===== src/rst_src_pkg.sv =====
// Constants, field positions and state encoding for the reset source controller
package rst_src_pkg;
    localparam logic [7:0]  RESET_CAUSE_REG_ADDR = 8'hef;
    localparam int          CAUSE_W              = 7;
    localparam int          BIT_PIN              = 0;
    localparam int          BIT_PWR              = 1;
    localparam int          BIT_CLK              = 2;
    localparam int          BIT_WDT              = 3;
    localparam int          BIT_SW               = 4;
    localparam int          BIT_CMP              = 5;
    localparam int          BIT_MEM              = 6;
    localparam logic [6:0]  CAUSE_RESET          = 7'h02;
    localparam logic [6:0]  CAUSE_PIN            = 7'h01;
    localparam logic [6:0]  CAUSE_PWR            = 7'h02;
    localparam logic [6:0]  CAUSE_CLK            = 7'h04;
    localparam logic [6:0]  CAUSE_WDT            = 7'h08;
    localparam logic [6:0]  CAUSE_SW             = 7'h10;
    localparam logic [6:0]  CAUSE_CMP            = 7'h20;
    localparam logic [6:0]  CAUSE_MEM            = 7'h40;
    localparam int          CNT_W                = 16;
    localparam int          CLK_PERIOD_NS        = 50;
    localparam int          POR_DELAY_NS         = 300000;
    localparam int          POR_DELAY_CYC        = (POR_DELAY_NS + CLK_PERIOD_NS - 1) / CLK_PERIOD_NS;
    localparam int          CLK_LOSS_TIMEOUT_NS  = 100000;
    localparam int          CLK_LOSS_TIMEOUT_CYC = (CLK_LOSS_TIMEOUT_NS + CLK_PERIOD_NS - 1) / CLK_PERIOD_NS;
    localparam int          HOLD_CYC             = 8;
    localparam logic [3:0]  WDT_DIV_LAST         = 4'hb;
    localparam logic [1:0]  PIN_GUARD_CYC        = 2'h3;
    localparam logic [15:0] USER_CODE_LIMIT      = 16'h1fff;

    typedef enum logic [2:0] {
        ST_POR  = 3'b001,
        ST_RUN  = 3'b010,
        ST_HOLD = 3'b100
    } seq_state_e;
endpackage


===== src/clock_loss_detector.sv =====
// Retriggerable one-shot that flags a monitored clock stuck high or low
module clock_loss_detector (
    input  wire logic i_clk,     // Sampling clock
    input  wire logic i_resetn,  // Async reset, active low
    input  wire logic i_enable,  // Detector armed
    input  wire logic i_level,   // Synchronised level of the watched clock
    output logic      o_timeout  // One-cycle pulse on timeout
);
    import rst_src_pkg::*;

    logic             prev_q, prev_d;
    logic [CNT_W-1:0] cnt_q, cnt_d;
    logic             to_q, to_d;

    always_comb begin
        prev_d = i_level;
        to_d   = 1'b0;
        cnt_d  = cnt_q;
        // Every edge of the watched clock retriggers the one-shot
        if (!i_enable || (i_level != prev_q)) begin
            cnt_d = '0;
        end else if (cnt_q == CNT_W'(CLK_LOSS_TIMEOUT_CYC - 1)) begin
            cnt_d = '0;
            to_d  = 1'b1;
        end else begin
            cnt_d = cnt_q + 1'b1;
        end
    end

    always_ff @(posedge i_clk or negedge i_resetn) begin
        if (!i_resetn) begin
            prev_q <= 1'b0;
            cnt_q  <= '0;
            to_q   <= 1'b0;
        end else begin
            prev_q <= prev_d;
            cnt_q  <= cnt_d;
            to_q   <= to_d;
        end
    end

    assign o_timeout = to_q;
endmodule


===== src/reset_source_controller.sv =====
// Reset source collection, cause recording and reset sequencing
// Contract
// - Supply low drives pin and holds core
// - Supply monitor enable survives non-power resets
// - Writing bit 1 enables supply monitor
// - No power-on delay after supply reset
// - Low pin resets; pin flag set
// - Clock-loss one-shot times out to reset
// - Bit 2 enables detector, reads its cause
// - Only power-on and supply resets pull the pin
// - Bit 5 enables comparator reset, reads cause
// - Watchdog restarts enabled, ticking clock/12; flag
// - Program access above limit causes reset
// - Memory-error flag reads one afterwards
// - Writing bit 4 forces reset; flag reads one
// - Power flag set after power resets
// - Other resets clear the power flag
module reset_source_controller
    import rst_src_pkg::*;
#(
    parameter int POR_DELAY_CYCLES = rst_src_pkg::POR_DELAY_CYC
) (
    input  wire logic        i_clk,          // System clock, 20 MHz
    input  wire logic        i_resetn,       // Power-on reset, async, active low
    input  wire logic [7:0]  i_sfr_addr,     // Special-function register address
    input  wire logic        i_sfr_wr,       // Register write strobe
    input  wire logic [7:0]  i_sfr_wdata,    // Register write data
    output logic      [7:0]  o_sfr_rdata,    // Register read data
    input  wire logic        i_supply_below, // Supply below reset threshold
    input  wire logic        i_rst_pin,      // Reset pin level, low asserts
    output logic             o_rst_pin,      // Reset pin drive value
    output logic             o_rst_pin_oe,   // Reset pin drive enable
    input  wire logic        i_system_clock_obs,   // Watched system clock level
    input  wire logic        i_cmp_out,      // Comparator out, low when plus below minus
    input  wire logic        i_wdt_overflow, // Watchdog overflow pulse
    input  wire logic        i_pm_access,    // Program memory access strobe
    input  wire logic [15:0] i_pm_addr,      // Program memory access address
    output logic             o_core_resetn,  // Core reset, active low
    output logic             o_mon_enable,   // Supply monitor enable
    output logic             o_wdt_tick,     // Watchdog clock enable, clock/12
    output logic             o_wdt_defaults  // Pulse: watchdog back to defaults
);
    import rst_src_pkg::*;

    logic [3:0] sync1_q, sync2_q;
    logic       supply_s, pin_s, cmp_s, system_clock_s;

    always_ff @(posedge i_clk or negedge i_resetn) begin
        if (!i_resetn) begin
            sync1_q <= 4'hb;
            sync2_q <= 4'hb;
        end else begin
            sync1_q <= {i_system_clock_obs, i_supply_below, i_cmp_out, i_rst_pin};
            sync2_q <= sync1_q;
        end
    end
    assign pin_s    = sync2_q[0];
    assign cmp_s    = sync2_q[1];
    assign supply_s = sync2_q[2];
    assign system_clock_s = sync2_q[3];

    seq_state_e       state_q, state_d;
    logic [CNT_W-1:0] cnt_q, cnt_d;
    logic [6:0]       cause_q, cause_d;
    logic             mon_en_q, mon_en_d;
    logic             clk_en_q, clk_en_d;
    logic             cmp_en_q, cmp_en_d;
    logic [1:0]       guard_q, guard_d;
    logic [3:0]       div_q, div_d;
    logic             tick_q, tick_d;
    logic             dflt_q, dflt_d;
    logic [7:0]       rdata_q, rdata_d;
    logic             reg_wr, sup_req, pin_req, clk_req, cmp_req, mem_req, sw_req;
    logic             lvl_active, hold_done, clk_timeout, running;

    assign running = (state_q == ST_RUN);
    assign reg_wr  = i_sfr_wr && (i_sfr_addr == RESET_CAUSE_REG_ADDR);

    clock_loss_detector u_clock_loss_detector (
        .i_clk     (i_clk),
        .i_resetn  (i_resetn),
        .i_enable  (clk_en_q && running),
        .i_level   (system_clock_s),
        .o_timeout (clk_timeout)
    );

    // Pin is ignored briefly after we stop driving it, so our own drive is not read back as a pin reset
    assign sup_req    = mon_en_q && supply_s;
    assign pin_req    = !pin_s && (guard_q == 2'h0);
    assign clk_req    = clk_en_q && clk_timeout;
    assign cmp_req    = cmp_en_q && !cmp_s;
    assign mem_req    = i_pm_access && (i_pm_addr > USER_CODE_LIMIT);
    assign sw_req     = reg_wr && i_sfr_wdata[BIT_SW];
    // Pin goes through the guard: our own supply-reset drive must not hold us in reset forever
    assign lvl_active = sup_req || pin_req || cmp_req;
    assign hold_done  = (cnt_q >= CNT_W'(HOLD_CYC - 1));

    always_comb begin
        state_d  = state_q;
        cnt_d    = cnt_q;
        cause_d  = cause_q;
        mon_en_d = mon_en_q;
        clk_en_d = clk_en_q;
        cmp_en_d = cmp_en_q;
        dflt_d   = 1'b0;
        guard_d  = o_rst_pin_oe ? PIN_GUARD_CYC : ((guard_q == 2'h0) ? 2'h0 : guard_q - 2'h1);
        tick_d   = 1'b0;
        div_d    = '0;
        rdata_d  = (i_sfr_addr == RESET_CAUSE_REG_ADDR) ? {1'b0, cause_q} : 8'h00;
        case (state_q)
            ST_POR: begin
                if (cnt_q == CNT_W'(POR_DELAY_CYCLES - 1)) begin
                    state_d = ST_RUN;
                    cnt_d   = '0;
                    dflt_d  = 1'b1;
                end else begin
                    cnt_d = cnt_q + 1'b1;
                end
            end
            ST_RUN: begin
                tick_d = (div_q == WDT_DIV_LAST);
                div_d  = tick_d ? 4'h0 : div_q + 4'h1;
                // Writes store only the enable bits; bit 4 requests a software reset, other read-only cause bits and bit 7 are dropped
                if (reg_wr) begin
                    mon_en_d = i_sfr_wdata[BIT_PWR];
                    clk_en_d = i_sfr_wdata[BIT_CLK];
                    cmp_en_d = i_sfr_wdata[BIT_CMP];
                end
                state_d = ST_HOLD;
                cnt_d   = '0;
                // Highest priority source wins so exactly one flag is captured
                if (sup_req) begin
                    cause_d = CAUSE_PWR;
                end else if (pin_req) begin
                    cause_d = CAUSE_PIN;
                end else if (clk_req) begin
                    cause_d = CAUSE_CLK;
                end else if (cmp_req) begin
                    cause_d = CAUSE_CMP;
                end else if (i_wdt_overflow) begin
                    cause_d = CAUSE_WDT;
                end else if (mem_req) begin
                    cause_d = CAUSE_MEM;
                end else if (sw_req) begin
                    cause_d = CAUSE_SW;
                end else begin
                    state_d = ST_RUN;
                end
            end
            ST_HOLD: begin
                if (!hold_done) begin
                    cnt_d = cnt_q + 1'b1;
                end else if (!lvl_active) begin
                    // Supply resets return straight to run with no power-on delay
                    state_d  = ST_RUN;
                    cnt_d    = '0;
                    dflt_d   = 1'b1;
                    clk_en_d = 1'b0;
                    cmp_en_d = 1'b0;
                end
            end
            default: begin
                state_d = ST_POR;
                cnt_d   = '0;
            end
        endcase
    end

    // Monitor enable is cleared only by the power-on reset below or by a register write with bit 1 low
    always_ff @(posedge i_clk or negedge i_resetn) begin
        if (!i_resetn) begin
            state_q  <= ST_POR;
            cnt_q    <= '0;
            cause_q  <= CAUSE_RESET;
            mon_en_q <= 1'b0;
            clk_en_q <= 1'b0;
            cmp_en_q <= 1'b0;
            guard_q  <= PIN_GUARD_CYC;
            div_q    <= '0;
            tick_q   <= 1'b0;
            dflt_q   <= 1'b0;
            rdata_q  <= 8'h00;
        end else begin
            state_q  <= state_d;
            cnt_q    <= cnt_d;
            cause_q  <= cause_d;
            mon_en_q <= mon_en_d;
            clk_en_q <= clk_en_d;
            cmp_en_q <= cmp_en_d;
            guard_q  <= guard_d;
            div_q    <= div_d;
            tick_q   <= tick_d;
            dflt_q   <= dflt_d;
            rdata_q  <= rdata_d;
        end
    end

    assign o_sfr_rdata    = rdata_q;
    assign o_core_resetn  = running;
    assign o_rst_pin      = 1'b0;
    assign o_rst_pin_oe   = (state_q == ST_POR) || ((state_q == ST_HOLD) && cause_q[BIT_PWR]);
    assign o_mon_enable   = mon_en_q;
    assign o_wdt_tick     = tick_q;
    assign o_wdt_defaults = dflt_q;
endmodule


===== config.mk =====
export PLATFORM = sky130hd
export DESIGN_NAME = reset_source_controller
export DESIGN_NICKNAME = d
export VERILOG_FILES = /design/src/rst_src_pkg.sv /design/src/clock_loss_detector.sv /design/src/reset_source_controller.sv
export SDC_FILE = /design/constraint.sdc
export NUM_CORES = 1
export LEC_CHECK = 0
export ABC_AREA = 1
export BUFFER_PORTS_ARGS = -buffer_cell sky130_fd_sc_hd__buf_2
export CAP_MARGIN = 5
export CORE_UTILIZATION = 50
export CTS_CLUSTER_DIAMETER = 200
export DETAILED_ROUTE_END_ITERATION = 10
export PLACE_DENSITY = 0.71
export SLEW_MARGIN = 30
export SYNTH_ARGS = -nofsm -noshare
export SYNTH_HDL_FRONTEND = slang
export SYNTH_SLANG_ARGS = --single-unit

===== constraint.sdc =====
create_clock -name i_clk -period 2 [get_ports i_clk]
set_clock_uncertainty 0.05 [all_clocks]
set_input_delay 0.5 -clock i_clk [delete_from_list [all_inputs] [get_ports i_clk]]
set_output_delay 0.5 -clock i_clk [all_outputs]
set_load 0.02 [all_outputs]

==> run summary <==
Sink Count: 70
proportion of netlist area held by the largest area contributor: 41.2%
total power: 2.69 mW
number of distinct library cells after synthesis: 32
sum of overflow across all layers after global routing: 0
post-detailed-route via-to-cell ratio: 5.17
data arrival time at the worst-slack endpoint: 1.36 ns
CTS Hold Bufs: 0
Top FF cell, synth: sky130_fd_sc_hd__dfrtp_1
final clock period utilization by the worst path: 95.4%
DRC Markers: 0
number of global-route vias before repair: 2787
commonest cells in the synthesized netlist: sky130_fd_sc_hd__nand2_1, sky130_fd_sc_hd__dfrtp_1, sky130_fd_sc_hd__inv_1, sky130_fd_sc_hd__nor2_1, sky130_fd_sc_hd__nand3_1
delay contributed by the slowest stage of the critical path: 0.57 ns
leakage dissipation: 2.08 nW
number of standard-cell rows in the floorplan: 30
setup repair after global routing missed its margin: no
maximum achievable frequency: 0.524 GHz
part of the power in the clock network: 43.9%
cell at the root of the clock tree: sky130_fd_sc_hd__clkbuf_8
largest net degree at the start of global routing: 28
first-pass iteration count of the detailed router: 4
sequential cell fraction of total power: 53.3%
critical path required time: 1.45 ns
TritonCTS clock tree: built
Synth Area in Simple Gates: 35.3%
most used standard cell by instance count after synthesis: sky130_fd_sc_hd__nand2_1
number of synthesized flops with an enable pin: 0
CP cell instances: nand3_2 -> o21ai_2 -> buf_2
net total in the final layout: 530
sum of negative setup slack: 0 ns
Via Count: 3036
total setup buffers inserted after CTS: 0
register area share after synthesis: 48.5%
Hold/Removal Path Class: in -> async
xor and xnor area share after synthesis: 3.61%
async set-or-reset flop fraction in the synthesized netlist: 100%
Fill cells: 647
part of the total power dissipated in combinational logic: 2.9%
GRT Util Overall: 21.9%
count of nets left with antenna violations after detail routing: 0
count of state elements after synthesis: 70
cell type group with the largest total delay on the critical path: flip-flops
compound-cell area share of the yosys netlist: 3.81%
Critical Path Start Type: register
clock-pin slew of the registers on the worst-case setup and hold paths: 0.09 ns
initial drt markers: 181
latest clock arrival within the worst-skew pair: 0.36 ns
number of antenna repair diodes: 0
total length of routed wires: 7.52 mm
IO buf count: 35
detailed-placement wirelength estimate: 5.61 mm
final-report setup violation count: 0
sw power: 0.639 mW
initial antenna violation count: 0
Storage cell area: 0.00176 mm^2
overall die width: 87.3 um
count of boundary I/O pins: 55
Worst VDD drop: 0.339 mV
core region area: 0.00691 mm^2
maximum fanout encountered on the critical timing path: 5
number of slew-limit violations in the final report: 0
Fin. Hold Viols: 0
Max Cap Viol: 0
start-to-end type of the worst setup path: reg -> out
top area cells in the synthesized netlist: sky130_fd_sc_hd__dfrtp_1, sky130_fd_sc_hd__nand2_1, sky130_fd_sc_hd__dfstp_2, sky130_fd_sc_hd__nand3_1, sky130_fd_sc_hd__inv_1
detail-routed net length per standard cell: 12.8 um
library cell occupying the most area in the post-synthesis netlist: sky130_fd_sc_hd__dfrtp_1
cells after synthesis: 442
total standard cell area after synthesis: 0.00364 mm^2
post-synthesis to final-layout area growth: 14.5%
Critical Path Slowest Stage Cell: sky130_fd_sc_hd__dfstp_2
power density over the cells: 645 mW/mm^2
Final GP Congestion: 0.956
switch share: 23.8%
die height: 87.3 um
post-layout minimum cycle time: 1.91 ns
post-synthesis mux area share: 0%
H-tree lvl count: 3
Starting Density: 52.7%
adder and majority gate portion of the synthesized area: 1.03%
proportion of layout cells with a drive suffix above 1: 20.4%
total of warnings raised by yosys: 0
wire length of the first global-routing pass: 12.8 mm
number of buffers and inverters on the critical path: 1
result of the run: finished, final reports clean
area occupied by multi-input gates: 0.00162 mm^2
worst-case clock buffer depth: 2
average size of a mapped cell: 8.24 um^2
Setup crit end kind: primary output
number of buffers created by CTS: 9
dominant combinational cell family by area after synthesis: simple AND/OR/NAND/NOR gates
Die ar.: 0.00763 mm^2
internal power consumption: 2.05 mW
-- flip-flops by register name (all words and copies together), names as in the netlist, 2 cells and up --
name,cells
cause_q,7
cnt_q,16
div_q,4
guard_q,2
o_sfr_rdata,7
state_q,3
sync1_q,4
sync2_q,4
u_clock_loss_detector.cnt_q,16
-- per-stage QoR --
step	utilization, %	hold slack, ns	area (um^2)	setup WS [ns]	instances
after floorplan	-	0.154	3640	0.365	443
after global placement	57.2	0.283	3950	0.308	571
after detailed placement	57.2	0.286	3950	0.310	571
after CTS	60.2	0.0478	4160	0.0151	587
after global routing	60.4	0.0777	4170	0.0363	587
final	60.4	0.0405	4170	0.0910	587
-- repair_timing --
action,4_1_cts,5_1_grt
endpoints found under the setup margin,1,2
pin swaps,0,0
gates resized for setup,2,2
-- layout make-up --
| cell class | count | share of cell area (%) |
|---|---|---|
| Clock buffer | 9 | 2.97 |
| Tap cell | 96 | 2.88 |
| Sequential cell | 70 | 42.3 |
| Inverter | 62 | 5.61 |
| Clock inverter | 7 | 1.95 |
| Timing Repair Buffer | 39 | 5.52 |
| Multi-Input combinational cell | 304 | 38.8 |
-- path summary, 6_finish.rpt --
kind                                   startpoint                      to  slack [ns]  cells past startpoint
setup / recovery           state_q[0]$_DFFE_PN1P_            o_rst_pin_oe        0.09                      3
hold / removal                           i_resetn    sync1_q[2]$_DFF_PN0_        0.04                      1
setup reg to reg             cnt_q[0]$_DFFE_PN0P_   cnt_q[10]$_DFFE_PN0P_        0.32                      8
hold reg to reg              sync1_q[2]$_DFF_PN0_    sync2_q[2]$_DFF_PN0_        0.30                      0
max in group asynchronous                i_resetn  state_q[0]$_DFFE_PN1P_        1.27                      2
min in group i_clk                      i_cmp_out    sync1_q[1]$_DFF_PN1_        0.18                      1
-- layer usage --
layer  track usage (%)  wire length, um  vias up
met5                 0                0        -
met4              11.0              177        0
met3              3.51              415       18
met2              35.3             3510       99
met1              28.4             3420     1399
li1                  -                -     1520
-- power groups by stage --
stage / sequential (mW) / combinational (mW) / clock (mW)
after floorplan: 1.46 / 0.0206 / 0
after global routing: 1.43 / 0.0897 / 1.26
final: 1.43 / 0.0774 / 1.18
after detailed placement: 1.46 / 0.0798 / 0
after CTS: 1.43 / 0.0798 / 1.21
after global placement: 1.46 / 0.0782 / 0
-- layout by cell type, fill, tap and decap left out, drive strengths merged, types with 2 or more instances in the layout --
master | Yosys | layout
or2 | 2 | 2
nand4 | 26 | 26
nor2 | 69 | 69
dfstp | 10 | 10
clkinv | 1 | 4
dfrtp | 60 | 60
o21ai | 21 | 21
nand3b | 3 | 3
conb | 1 | 2
buf | 7 | 39
xnor2 | 4 | 4
clkbuf | 0 | 9
a21boi | 2 | 2
nor3 | 14 | 14
nand2 | 89 | 89
inv | 61 | 63
xor2 | 11 | 11
ha | 3 | 3
nand3 | 53 | 53
a21oi | 3 | 3
-- cell families (layout without fill, tap and decap cells) --
family	count (synthesis)	after routing
DFF	70	70
other	1	2
adders and majority gates	3	3
and+or+nand+nor	258	258
AOI/OAI and AO/OA	26	26
xor gates and xnor gates	15	15
buffers and inverters	69	117
No activity file was read; power rests on OpenSTA's default activity.
